`config.mk`:
```
export PLATFORM = sky130hd
export DESIGN_NAME = mat_regs
export DESIGN_NICKNAME = d
export VERILOG_FILES = /design/src/inc/mat_pkg.sv /design/src/hw/mat_timer.sv /design/src/hw/mat_regs.sv
export SDC_FILE = /design/constraint.sdc
export NUM_CORES = 1
export LEC_CHECK = 0
export BUFFER_PORTS_ARGS = -buffer_cell sky130_fd_sc_hd__buf_2
export CORE_AREA = 4 4 145 147
export CTS_CLUSTER_DIAMETER = 150
export DETAILED_ROUTE_END_ITERATION = 10
export DIE_AREA = 0 0 149 151
export PLACE_DENSITY_LB_ADDON = 0.25
export SKIP_LAST_GASP = 1
export SYNTH_ARGS = -nofsm -noshare
export SYNTH_HDL_FRONTEND = slang
export SYNTH_SLANG_ARGS = --single-unit
```
`constraint.sdc`:
```
create_clock -name clk -period 5.7 [get_ports clk]
set_input_delay 1.14 -clock clk [delete_from_list [all_inputs] [get_ports clk]]
set_output_delay 1.14 -clock clk [all_outputs]
set_load 0.01 [all_outputs]
```
`src/inc/mat_pkg.sv`:
```
package mat_pkg;

  // Register indices; byte address is four times the index
  localparam logic [7:0] IDX_STACK_POINTER        = 8'h81;
  localparam logic [7:0] IDX_CLOCK_CONTROL        = 8'h8E;
  localparam logic [7:0] IDX_INTERNAL_WAIT_STATES = 8'h9C;
  localparam logic [7:0] IDX_EXTERNAL_WAIT_LOW    = 8'h9D;
  localparam logic [7:0] IDX_EXTERNAL_WAIT_HIGH   = 8'h9E;
  localparam logic [7:0] IDX_LATCH_PULSE_DURATION = 8'h9F;
  localparam int         BYTE_ADDR_SHIFT          = 2;

  // Reset values
  localparam logic [7:0] RST_STACK_POINTER        = 8'h07;
  localparam logic [7:0] RST_CLOCK_CONTROL        = 8'h07;
  localparam logic [7:0] RST_INTERNAL_WAIT_STATES = 8'hFF;
  localparam logic [7:0] RST_EXTERNAL_WAIT_LOW    = 8'hFF;
  localparam logic [7:0] RST_EXTERNAL_WAIT_HIGH   = 8'hFF;
  localparam logic [7:0] RST_LATCH_PULSE_DURATION = 8'hFF;

  // Clock control layout: watchdog select bits kept, bits 5:3 read zero
  localparam logic [7:0] CLOCK_CONTROL_WR_MASK    = 8'hC7;
  localparam int         STROBE_WIDTH_SEL_LSB     = 0;
  localparam int         STROBE_WIDTH_SEL_W       = 3;
  localparam logic [2:0] STROBE_WIDTH_SEL_MIN     = 3'h2;

  // Internal wait state field layout
  localparam int         RAM_WAIT_LSB             = 6;
  localparam int         RAM_WAIT_W               = 2;
  localparam int         STACK_ENGINE_WAIT_LSB    = 3;
  localparam int         STACK_ENGINE_WAIT_W      = 3;
  localparam int         FLASH_WAIT_LSB           = 0;
  localparam int         FLASH_WAIT_W             = 3;

  // Timing counts, in core clocks
  localparam int         TIMER_W                  = 17;
  localparam logic [16:0] STROBE_EXTRA            = 17'h00001;
  localparam logic [16:0] RAM_EXTRA               = 17'h00002;
  localparam logic [16:0] SLOW_EXTRA              = 17'h00003;
  localparam logic [16:0] LATCH_EXTRA             = 17'h00001;

  typedef enum logic [2:0] {
    KIND_XREAD,
    KIND_XWRITE,
    KIND_RAM,
    KIND_STACK_ENGINE,
    KIND_FLASH,
    KIND_EXT
  } mat_kind_t;

  typedef enum logic [2:0] {
    ST_IDLE,
    ST_STROBE,
    ST_INTWAIT,
    ST_LATCH,
    ST_EWAIT
  } mat_state_t;

endpackage

```
`src/hw/mat_timer.sv`:
```
`timescale 1ns/100ps
module mat_timer #(
  parameter int W = 17
) (
  // Clock and reset
  input  wire logic         clk,
  input  wire logic         rstN,
  // Control
  input  wire logic         load,
  input  wire logic [W-1:0] loadVal,
  // Status
  output logic              last
);

  if (W < 2) begin : g_chkW
    $error("mat_timer: W too small");
  end

  typedef struct packed {
    logic [W-1:0] cnt;
  } mat_timer_state_t;

  mat_timer_state_t s_q;
  mat_timer_state_t s_d;

  always_comb begin
    s_d = s_q;
    if (load) begin
      s_d.cnt = loadVal;
    end else if (s_q.cnt != '0) begin
      s_d.cnt = s_q.cnt - W'(1);
    end
  end

  always_ff @(posedge clk or negedge rstN) begin
    if (!rstN) begin
      s_q <= '0;
    end else begin
      s_q <= s_d;
    end
  end

  // Final cycle of a loaded count
  assign last = (s_q.cnt == W'(1));

endmodule // mat_timer

```
`src/hw/mat_regs.sv`:
```
`timescale 1ns/100ps
module mat_regs
  import mat_pkg::*;
#(
  parameter int ADDR_W = 12,
  parameter int DATA_W = 32
) (
  // Clock and reset
  input  wire logic              clk,
  input  wire logic              rst_n,
  // APB slave
  input  wire logic [ADDR_W-1:0] paddr,
  input  wire logic              psel,
  input  wire logic              penable,
  input  wire logic              pwrite,
  input  wire logic [DATA_W-1:0] pwdata,
  input  wire logic [3:0]        pstrb,
  output logic      [DATA_W-1:0] prdata,
  output logic                   pready,
  output logic                   pslverr,
  // Memory access requests from the core
  input  wire logic              reqValid,
  input  wire logic [2:0]        reqKind,
  input  wire logic              stdPinMode,
  output logic                   reqReady,
  output logic                   accBusy,
  output logic                   accDone,
  // External pins
  output logic                   extReadStrobe,
  output logic                   extWriteStrobe,
  output logic                   addrLatch,
  // Stack operations
  input  wire logic              stackPush,
  input  wire logic              stackPop,
  output logic      [7:0]        stackPtr,
  output logic      [7:0]        stackAddr,
  output logic                   stackWrite,
  output logic                   stackRead
);

  // Upper address bits start at bit 10, so at least one must exist
  if (DATA_W != 32) begin : g_chkData
    $error("mat_regs: DATA_W must be 32");
  end
  if (ADDR_W < 11) begin : g_chkAddr
    $error("mat_regs: ADDR_W must be at least 11");
  end

  typedef struct packed {
    logic [7:0]  sp;
    logic [7:0]  clockControl;
    logic [7:0]  intWait;
    logic [7:0]  extWaitLow;
    logic [7:0]  extWaitHigh;
    logic [7:0]  latchDur;
    mat_state_t  state;
    logic        reqReady;
    logic        accBusy;
    logic        accDone;
    logic        rdStrobe;
    logic        wrStrobe;
    logic        latch;
    logic [7:0]  stackAddr;
    logic        stackWrite;
    logic        stackRead;
    logic        pready;
    logic        pslverr;
    logic [31:0] prdata;
  } mat_state_reg_t;

  localparam mat_state_reg_t RESET_STATE = '{
    sp:           RST_STACK_POINTER,
    clockControl: RST_CLOCK_CONTROL,
    intWait:      RST_INTERNAL_WAIT_STATES,
    extWaitLow:   RST_EXTERNAL_WAIT_LOW,
    extWaitHigh:  RST_EXTERNAL_WAIT_HIGH,
    latchDur:     RST_LATCH_PULSE_DURATION,
    state:        ST_IDLE,
    reqReady:     1'b1,
    accBusy:      1'b0,
    accDone:      1'b0,
    rdStrobe:     1'b0,
    wrStrobe:     1'b0,
    latch:        1'b0,
    stackAddr:    8'h00,
    stackWrite:   1'b0,
    stackRead:    1'b0,
    pready:       1'b0,
    pslverr:      1'b0,
    prdata:       32'h00000000
  };

  // Reset release through two flip-flops
  logic [1:0] rstSync_q;
  logic       rstSyncN;

  always_ff @(posedge clk or negedge rst_n) begin
    if (!rst_n) begin
      rstSync_q <= 2'b00;
    end else begin
      rstSync_q <= {rstSync_q[0], 1'b1};
    end
  end

  assign rstSyncN = rstSync_q[1];

  mat_state_reg_t s_q;
  mat_state_reg_t s_d;

  logic               timerLoad;
  logic [TIMER_W-1:0] timerVal;
  logic               timerLast;

  mat_timer #(
    .W       (TIMER_W)
  ) u_timer (
    .clk     (clk),
    .rstN    (rstSyncN),
    .load    (timerLoad),
    .loadVal (timerVal),
    .last    (timerLast)
  );

  // Register index decode; upper address bits must be clear
  logic [7:0] regIdx;
  logic       upperClear;
  logic       regHit;
  logic [7:0] regRdVal;

  assign regIdx     = paddr[BYTE_ADDR_SHIFT +: 8];
  assign upperClear = (paddr[ADDR_W-1:BYTE_ADDR_SHIFT+8] == '0) &&
                      (paddr[BYTE_ADDR_SHIFT-1:0] == '0);

  always_comb begin
    regHit   = upperClear;
    regRdVal = 8'h00;
    unique case (regIdx)
      IDX_STACK_POINTER:        regRdVal = s_q.sp;
      IDX_CLOCK_CONTROL:        regRdVal = s_q.clockControl;
      IDX_INTERNAL_WAIT_STATES: regRdVal = s_q.intWait;
      IDX_EXTERNAL_WAIT_LOW:    regRdVal = s_q.extWaitLow;
      IDX_EXTERNAL_WAIT_HIGH:   regRdVal = s_q.extWaitHigh;
      IDX_LATCH_PULSE_DURATION: regRdVal = s_q.latchDur;
      default:                  regHit   = 1'b0;
    endcase
  end

  // Decoded timing settings
  logic [2:0]         strobeSel;
  logic [TIMER_W-1:0] strobeLen;
  logic [TIMER_W-1:0] ramLen;
  logic [TIMER_W-1:0] stackEngLen;
  logic [TIMER_W-1:0] flashLen;
  logic [TIMER_W-1:0] latchLen;
  logic [TIMER_W-1:0] extWaitLen;

  always_comb begin
    strobeSel = s_q.clockControl[STROBE_WIDTH_SEL_LSB +: STROBE_WIDTH_SEL_W];
    if (strobeSel < STROBE_WIDTH_SEL_MIN) begin
      strobeSel = STROBE_WIDTH_SEL_MIN;
    end
    strobeLen   = TIMER_W'(strobeSel) + STROBE_EXTRA;
    ramLen      = TIMER_W'(s_q.intWait[RAM_WAIT_LSB +: RAM_WAIT_W]) + RAM_EXTRA;
    stackEngLen = TIMER_W'(s_q.intWait[STACK_ENGINE_WAIT_LSB +: STACK_ENGINE_WAIT_W])
                  + SLOW_EXTRA;
    flashLen    = TIMER_W'(s_q.intWait[FLASH_WAIT_LSB +: FLASH_WAIT_W]) + SLOW_EXTRA;
    latchLen    = TIMER_W'(s_q.latchDur) + LATCH_EXTRA;
    extWaitLen  = TIMER_W'({s_q.extWaitHigh, s_q.extWaitLow});
  end

  always_comb begin
    s_d        = s_q;
    timerLoad  = 1'b0;
    timerVal   = '0;
    s_d.accDone    = 1'b0;
    s_d.stackWrite = 1'b0;
    s_d.stackRead  = 1'b0;

    // Access sequencer
    unique case (s_q.state)
      ST_IDLE: begin
        if (reqValid) begin
          s_d.accBusy = 1'b1;
          unique case (mat_kind_t'(reqKind))
            KIND_XREAD, KIND_XWRITE: begin
              s_d.state    = ST_STROBE;
              s_d.rdStrobe = (mat_kind_t'(reqKind) == KIND_XREAD);
              s_d.wrStrobe = (mat_kind_t'(reqKind) == KIND_XWRITE);
              timerLoad    = 1'b1;
              timerVal     = strobeLen;
            end
            KIND_RAM: begin
              s_d.state = ST_INTWAIT;
              timerLoad = 1'b1;
              timerVal  = ramLen;
            end
            KIND_STACK_ENGINE: begin
              s_d.state = ST_INTWAIT;
              timerLoad = 1'b1;
              timerVal  = stackEngLen;
            end
            KIND_FLASH: begin
              s_d.state = ST_INTWAIT;
              timerLoad = 1'b1;
              timerVal  = flashLen;
            end
            KIND_EXT: begin
              if (stdPinMode) begin
                s_d.state = ST_LATCH;
                s_d.latch = 1'b1;
                timerLoad = 1'b1;
                timerVal  = latchLen;
              end else if (extWaitLen != '0) begin
                s_d.state = ST_EWAIT;
                timerLoad = 1'b1;
                timerVal  = extWaitLen;
              end else begin
                s_d.accBusy = 1'b0;
                s_d.accDone = 1'b1;
              end
            end
            default: begin
              s_d.accBusy = 1'b0;
              s_d.accDone = 1'b1;
            end
          endcase
        end
      end
      ST_STROBE, ST_INTWAIT, ST_EWAIT: begin
        if (timerLast) begin
          s_d.state    = ST_IDLE;
          s_d.rdStrobe = 1'b0;
          s_d.wrStrobe = 1'b0;
          s_d.accBusy  = 1'b0;
          s_d.accDone  = 1'b1;
        end
      end
      ST_LATCH: begin
        if (timerLast) begin
          s_d.latch = 1'b0;
          if (extWaitLen != '0) begin
            s_d.state = ST_EWAIT;
            timerLoad = 1'b1;
            timerVal  = extWaitLen;
          end else begin
            s_d.state   = ST_IDLE;
            s_d.accBusy = 1'b0;
            s_d.accDone = 1'b1;
          end
        end
      end
      default: begin
        s_d.state = ST_IDLE;
      end
    endcase
    s_d.reqReady = (s_d.state == ST_IDLE);

    // APB: answer one cycle after setup, write lands at the access edge
    s_d.pready = 1'b0;
    if (psel && !penable) begin
      s_d.pready  = 1'b1;
      s_d.pslverr = !regHit;
      s_d.prdata  = regHit ? {24'h000000, regRdVal} : 32'h00000000;
    end
    if (psel && penable && s_q.pready && pwrite && regHit && pstrb[0]) begin
      unique case (regIdx)
        IDX_STACK_POINTER:        s_d.sp = pwdata[7:0];
        IDX_CLOCK_CONTROL:        s_d.clockControl = pwdata[7:0] & CLOCK_CONTROL_WR_MASK;
        IDX_INTERNAL_WAIT_STATES: s_d.intWait = pwdata[7:0];
        IDX_EXTERNAL_WAIT_LOW:    s_d.extWaitLow = pwdata[7:0];
        IDX_EXTERNAL_WAIT_HIGH:   s_d.extWaitHigh = pwdata[7:0];
        IDX_LATCH_PULSE_DURATION: s_d.latchDur = pwdata[7:0];
        default:                  s_d.sp = s_q.sp;
      endcase
    end

    // Core stack operations win over a same-cycle software write
    if (stackPush) begin
      s_d.sp         = s_q.sp + 8'h01;
      s_d.stackAddr  = s_q.sp + 8'h01;
      s_d.stackWrite = 1'b1;
    end else if (stackPop) begin
      s_d.stackAddr = s_q.sp;
      s_d.stackRead = 1'b1;
      s_d.sp        = s_q.sp - 8'h01;
    end
  end

  always_ff @(posedge clk or negedge rstSyncN) begin
    if (!rstSyncN) begin
      s_q <= RESET_STATE;
    end else begin
      s_q <= s_d;
    end
  end

  assign prdata         = s_q.prdata;
  assign pready         = s_q.pready;
  assign pslverr        = s_q.pslverr;
  assign reqReady       = s_q.reqReady;
  assign accBusy        = s_q.accBusy;
  assign accDone        = s_q.accDone;
  assign extReadStrobe  = s_q.rdStrobe;
  assign extWriteStrobe = s_q.wrStrobe;
  assign addrLatch      = s_q.latch;
  assign stackPtr       = s_q.sp;
  assign stackAddr      = s_q.stackAddr;
  assign stackWrite     = s_q.stackWrite;
  assign stackRead      = s_q.stackRead;

endmodule // mat_regs

```
==> results by group, run 1 <==
Status
  – Status: complete, no violations

STA
  – Max Freq: 0.315 GHz
  – Final setup vio count: 0
  – Max_slew headroom: 0.335
  – RSZ-0062 raised after global routing: false
  – Period minus WS final: approximately 3200 ps
  – Final hold vios: 0
  – Clk_skew: slightly above 9 ps
  – Worst-Margin Slew: about 1000 ps
  – Fin crit share: 0.557
  – Setup TNS: 0 ps
  – Final worst hold slack: 179 ps
  – Count of final max-slew check failures: 0

Synth
  – Yosys reg bits: 93
  – Syn. warnings: 0
  – Syn Std Cell Area: about 6000 um^2
  – Post-synthesis sequential area ratio: 0.405
  – Syn Area/Cell: around 10 um^2
  – Post-synth ARST share: 1.00
  – Main synth FF type: dfrtp_1
  – Mapped Cells: 600
  – Netlist cell types: 66
  – Post-synth EDFFs: 0

Final layout
  – Most frequent cells in the layout: 66 x buf_2, 53 x dfrtp_1, 41 x nand2_1
  – Cell Count, Final, Fillers Out: ~900
  – Fin nets: a little under 700
  – Filler Cell Count: between 2k and 2.5k
  – N_diodes: 0
  – Share of layout cells above drive strength 1: 0.293
  – Most common cell after layout, fill and taps aside: buf_2
  – Area delta synth->final: 10.3%

Routing
  – Final WL: about 16000 um
  – Via-to-Cell Ratio: 5.10
  – DRT antenna net count: 0
  – Initial drt markers: roughly 390
  – Remaining DRCs: 0
  – WL/cell: roughly 17 um
  – Pre-Repair DR Iteration Count: 7
  – Via count: around 4.6k

Setup path
  – Setup crit end: stackPtr[6]$_DFFE_PN0P_
  – CP Data Arrival Time: ~3400 ps
  – Worst-path cell chain: buf_2 -> or4b_1 -> nor2_1 -> nand2_1 -> nand2_1 -> a31oi_1 -> a31o_2
  – Slowest stage cell, crit path: or4b_1
  – Worst Setup Start Kind: primary input
  – Worst EP required: a little under 6000 ps
  – Critical Path Most Common Cell: nand2_1
  – Max FO, Critical Path: 13
  – Worst path depth: 7
  – Slowest stage delay, CP: around 580 ps
  – Worst path top cell family by delay: simple AND/OR/NAND/NOR gates
  – Crit Reg-Reg Startpoint: u_timer.s_q[13]$_DFFE_PN0P_
  – Bufs and invs on worst path: 1
  – Worst Setup SP: paddr[3]
  – R2r setup slk: ~2900 ps
  – WS Path Type: primary input to flip-flop
  – R2r worst-path depth: 6
  – Nature of the critical path endpoint: flip-flop
  – Worst R2R End: u_timer.s_q[6]$_DFFE_PN0P_

Clock network
  – Num CTS Buffers: 9
  – H-tree levels: 3
  – Worst-path clk slew: 60 ps
  – Clock root buffer: clkbuf_16
  – Clock Latency Late Sink: roughly 340 ps
  – CTS max path bufs: 2
  – Post_cts resized: 0
  – Postcts setup bufs: 0
  – TritonCTS Sinks: 93
  – Hold buffers post-CTS: 0
  – TritonCTS clock tree: built

Pwr
  – Sequential power share: 0.444
  – Comb pwr share: 0.264
  – Worst VDD drop: 137 uV
  – Switching part of the total: 0.342
  – P_sw: between 700 and 800 uW
  – Clk network pwr share: 0.292
  – Internal: roughly 1.4 mW
  – Leak: between 2 and 3 nW
  – Pwr Density: ~320 nW/um^2

Floorplan
  – Rows: 52
  – Initial cell density of the core: 0.295
  – Core box area: around 20000 um^2
  – Die Ht: between 150 and 200 um
  – Num ports: around 120
  – Die area: 22500 um^2
  – DIE WIDTH: around 150 um

Global route
  – Global-route layer with the greatest usage: met2
  – Global route total overflow: 0
  – Grt met3 use: 0.0177
  – Pin count of the biggest net entering global routing: 77
  – M1 GR Usage: 0.184
  – Global Route Usage Sum: 0.141
  – Global-route wire length before repair: about 25000 um
  – Met2 Usage GRT: 0.242
  – Vias in the first global route: approximately 4.6k
  – Initial antenna violation count: 0

Place
  – Inst Count DP: between 800 and 900
  – Routability congestion estimate: 0.869
  – HPWL Detailed: approximately 12000 um
  – PortBufs: 66

Worst hold path
  – HP Class: flip-flop to async pin

Flow run
  – Max-cap viol count: 0
## cells by family (layout without fill, tap and decap cells)
logic type               count (synthesis)  count (layout)  synth area share
multiplexers                            55              55             0.109
other                                    2              25           0.00128
AND/OR/NAND/NOR                        181             181             0.173
buffers and inverters                   85              94            0.0853
flip-flops                              93              93             0.405
adder cells (fa/ha/maj)                  7               7            0.0149
AO/OA/AOI/OAI                          145             145             0.164
XOR/XNOR                                32              32            0.0477
## area by class of cell
type                    instances  area [um^2]  share of cell area
well taps                     270          338              0.0522
clock buffers                  12          246              0.0381
multi-input cells             445         3080               0.476
repair buffers                 68          345              0.0533
clock inverters                 4         48.8             0.00753
inverters                      10         37.5             0.00580
flip-flops and latches         93         2380               0.367
## state kept, by name (all words and copies together), names as in the netlist, 2 cells and up
signal / count
stackAddr: 8
extWaitLen: 16
stackPtr: 8
rstSync_q: 2
s_q: 24
u_timer.s_q: 17
prdata: 8
## worst min path at each step
stage	start	end
2_1_floorplan	rstSync_q[0]$_DFF_PN0_	rstSync_q[1]$_DFF_PN0_
3_3_place_gp	rstSync_q[1]$_DFF_PN0_	extReadStrobe$_DFFE_PN0P_
3_5_place_dp	rstSync_q[1]$_DFF_PN0_	extReadStrobe$_DFFE_PN0P_
4_1_cts	rstSync_q[1]$_DFF_PN0_	s_q[50]$_DFF_PN0_
5_1_grt	rstSync_q[1]$_DFF_PN0_	u_timer.s_q[3]$_DFFE_PN0P_
6_report	rstSync_q[1]$_DFF_PN0_	s_q[50]$_DFF_PN0_
## worst register-to-register path: cells and delay by family, from the launching register on
| kind | cells | cell delay (ps) |
|---|---|---|
| and+or+nand+nor | 3 | 1170 |
| DFF | 1 | 410 |
| AOI/OAI and AO/OA | 2 | 1050 |
| muxes | 1 | 160 |
## routing by layer
| metal | routed length, um | part of all wire |
|---|---|---|
| met5 | 0 | 0 |
| met4 | 346 | 0.022 |
| met3 | 501 | 0.032 |
| met2 | 7850 | 0.50 |
| met1 | 7010 | 0.45 |
## cells in the mapped netlist, types with 5 or more instances
master	number	area [um^2]
nand2b_1	10	62.6
o22ai_1	5	31.3
o21ai_0	36	180
mux2_2	38	428
or2_2	6	37.5
xor2_1	12	105
a21oi_1	28	140
a211oi_1	9	67.6
a31oi_1	6	37.5
nor2_1	32	120
a221o_1	6	60.1
inv_1	10	37.5
ha_1	7	87.6
xnor2_1	20	175
nand3_1	19	95.1
nand4_1	5	31.3
a22oi_1	11	82.6
dfrtp_1	54	1350
clkbuf_1	24	90.1
a22o_1	12	105
nor3_1	9	45.0
mux2_4	8	120
dfstp_2	39	1020
buf_4	48	360
nor2b_1	8	50.1
mux2i_1	9	90.1
nor4_1	9	56.3
and3_1	10	62.6
nand2_1	41	154
## power by group through the flow
stage          Combinational [mW]  Clock (mW)  Sequential (mW)
2_1_floorplan               0.493           0            0.883
3_3_place_gp                0.547           0            0.939
4_1_cts                     0.557       0.628            0.933
5_1_grt                     0.625       0.656            0.958
3_5_place_dp                0.551           0            0.945
6_report                    0.553       0.613            0.933
## stage by stage
stage          power [mW]  utilization  area [um^2]  worst slack [ps]
2_1_floorplan        1.38            -         5960              2650
3_3_place_gp         1.49        0.310         6180              2200
3_5_place_dp         1.50        0.310         6180              2170
4_1_cts              2.12        0.325         6480              2540
5_1_grt              2.24        0.325         6480              2390
6_report             2.10        0.325         6480              2520
Power figures use the tool's default switching activity.
==> run 2: changes to the inputs <==
clock period = 2.85 ns   (was 5.7 ns; I/O delays follow)
==> results by group, run 2 (synthesis gave the netlist of run 1 again) <==
Setup path
  – Nature of the critical path endpoint: flip-flop
  – Slowest stage delay, CP: 380 ps (-200 ps)
  – Slowest stage cell, crit path: dfrtp_1
  – Bufs and invs on worst path: 2 (+1)
  – R2r setup slk: 320 ps (-2530 ps)
  – Worst path top cell family by delay: simple AND/OR/NAND/NOR gates
  – Worst R2R End: u_timer.s_q[3]$_DFFE_PN0P_
  – Crit Reg-Reg Startpoint: u_timer.s_q[1]$_DFFE_PN0P_
  – Worst Setup Start Kind: flip-flop
  – Worst Setup SP: u_timer.s_q[1]$_DFFE_PN0P_
  – Max FO, Critical Path: 7 (-6)
  – CP Data Arrival Time: 2740 ps (-660 ps)
  – Worst EP required: 3060 ps (-2870 ps)
  – Worst-path cell chain: inv_1 -> ha_1 -> nor4b_1 -> nand4_1 -> nor3b_2 -> nor2_1 -> buf_4 -> a211oi_1 -> a21oi_1
  – R2r worst-path depth: 9 (+3)
  – WS Path Type: flip-flop to flip-flop

Floorplan
  – Num ports: 118 (unchanged)
  – Die Ht: 151 um (unchanged)
  – Die area: 22500 um^2 (unchanged)
  – Rows: 52 (unchanged)
  – DIE WIDTH: 149 um (unchanged)
  – Core box area: 19900 um^2 (unchanged)
  – Initial cell density of the core: 0.295 (unchanged)

STA
  – Final setup vio count: 0 (unchanged)
  – Fin crit share: 0.888
  – Final hold vios: 0 (unchanged)
  – RSZ-0062 raised after global routing: false
  – Clk_skew: 6.90 ps (-2.31 ps)
  – Period minus WS final: around 2500 ps
  – Max_slew headroom: 0.533 (+0.198)
  – Max Freq: 0.395 GHz
  – Final worst hold slack: 330 ps (+151 ps)
  – Count of final max-slew check failures: 0 (unchanged)
  – Worst-Margin Slew: 695 ps (-303 ps)
  – Setup TNS: 0 ps (unchanged)

Final layout
  – Area delta synth->final: 12.7%
  – Multi-input gate area: 3090 um^2 (+0.16%)
  – Filler Cell Count: 2079 (+0.29%)
  – Max reg flops: 24 (unchanged)
  – Reg with most FFs: s_q
  – Most frequent cells in the layout: 66 x buf_2, 53 x dfrtp_1, 41 x nand2_1
  – Share of layout cells above drive strength 1: 0.310 (+0.0175)
  – Fin nets: 710 (+2.3%)
  – Most common cell after layout, fill and taps aside: buf_2
  – N_diodes: 0 (unchanged)
  – Sequential Area: 2380 um^2 (unchanged)
  – Post-route cell area: 6620 um^2 (+2.2%)

Pwr
  – Sequential power share: 0.436 (-0.008)
  – P_sw: 1.45 mW (+100%)
  – Leak: 2.83 nW (+3.1%)
  – Worst VDD drop: 288 uV (+110%)
  – Clk network pwr share: 0.287 (-0.005)
  – Internal: 2.81 mW (+100%)
  – Comb pwr share: 0.277 (+0.013)
  – Switching part of the total: 0.340 (-0.00213)
  – Pwr Density: 643 nW/um^2 (+99%)

Flow run
  – Max-cap viol count: 0 (unchanged)

Routing
  – Initial drt markers: 274 (-29%)
  – Via-to-Cell Ratio: 5.05 (-0.91%)
  – Via count: 4638 (+0.85%)
  – Pre-Repair DR Iteration Count: 7 (unchanged)
  – WL/cell: 16.9 um (-3.0%)
  – Remaining DRCs: 0 (unchanged)
  – Final WL: 15500 um (-1.3%)
  – DRT antenna net count: 0 (unchanged)

Clock network
  – Clock Latency Late Sink: 350 ps (about the same)
  – TritonCTS clock tree: built
  – TritonCTS Sinks: 93 (unchanged)
  – Worst-path clk slew: 60 ps (about the same)
  – H-tree levels: 3 (unchanged)
  – Clock root buffer: clkbuf_16
  – Num CTS Buffers: 9 (unchanged)
  – CTS max path bufs: 2 (unchanged)

Global route
  – Vias in the first global route: 4568 (-0.85%)
  – Pin count of the biggest net entering global routing: 46 (-40%)
  – Global-route wire length before repair: 25200 um (+0.19%)
  – Global Route Usage Sum: 0.142 (+0.000581)
  – Initial antenna violation count: 0 (unchanged)
  – Global route total overflow: 0 (unchanged)

Place
  – Routability congestion estimate: 0.841 (-3.3%)
  – Post-DP Area: 6310 um^2 (+2.0%)
  – PortBufs: 66 (unchanged)
  – HPWL Detailed: 11700 um (+0.83%)

Status
  – Status: complete, no violations

Worst hold path
  – HP Class: flip-flop to async pin
[run 2: changes by cell type in the layout (fill, tap and decap cells not counted), sizes merged]
cell         delta
buf            +15
dlygate4sd3     +1
[run 2: worst max-delay path by stage]
stage	slack, ps	endpoint	cells past startpoint
final	320	u_timer.s_q[3]$_DFFE_PN0P_	9
after global routing	30	u_timer.s_q[3]$_DFFE_PN0P_	9
after CTS	180	u_timer.s_q[3]$_DFFE_PN0P_	9
after detailed placement	200	u_timer.s_q[3]$_DFFE_PN0P_	9
after global placement	220	extWaitLen[2]$_DFFE_PN1P_	7
after floorplan	140	accBusy$_DFFE_PN0P_	0
[run 2: layer usage]
| layer | vias up | wire length (um) | GRT usage | share of wire |
|---|---|---|---|---|
| li1 | 2216 | - | - | - |
| met2 | 115 | 7600 | 0.237 | 0.49 |
| met3 | 25 | 401 | 0.0177 | 0.026 |
| met4 | 0 | 391 | 0.0618 | 0.025 |
| met1 | 2282 | 7110 | 0.185 | 0.46 |
| met5 | - | 0 | 0 | 0 |
[run 2: cell type report]
type	count	area share
Inverter	10	0.00567
Clock buffer	12	0.0373
Multi-Input combinational cell	445	0.466
Timing Repair Buffer	84	0.0726
Clock inverter	4	0.00738
Sequential cell	93	0.360
Tap cell	270	0.0511
[run 2: worst register-to-register path: stages (launching register included)]
cell      delay, ps
dfrtp_1         380
inv_1           120
ha_1            240
nor4b_1         290
nand4_1         310
nor3b_2         350
nor2_1          170
buf_4           210
a211oi_1        270
a21oi_1          70
[run 2: power groups by stage]
stage          combinational, mW  sequential (mW)  clock [mW]
5_1_grt                     1.32             1.90        1.30
3_3_place_gp                1.15             1.87           0
3_5_place_dp                1.17             1.88           0
2_1_floorplan              0.986             1.77           0
6_report                    1.18             1.86        1.22
4_1_cts                     1.18             1.86        1.25
[run 2: repair_timing]
action                                  CTS  global route
endpoints found under the hold margin     2             0
gates resized for setup                   0             1
endpoints found under the setup margin    0             1
buffers inserted                          0             0
hold buffers                              1             0
[run 2: metrics by stage]
stage / total power, mW / utilization / instances / worst slack, ps
2_1_floorplan: 2.75 / - / 623 / 136
3_3_place_gp: 3.02 / 0.317 / 901 / 216
3_5_place_dp: 3.05 / 0.317 / 901 / 199
4_1_cts: 4.29 / 0.332 / 918 / 185
5_1_grt: 4.52 / 0.332 / 918 / 34.4
6_report: 4.26 / 0.332 / 918 / 319
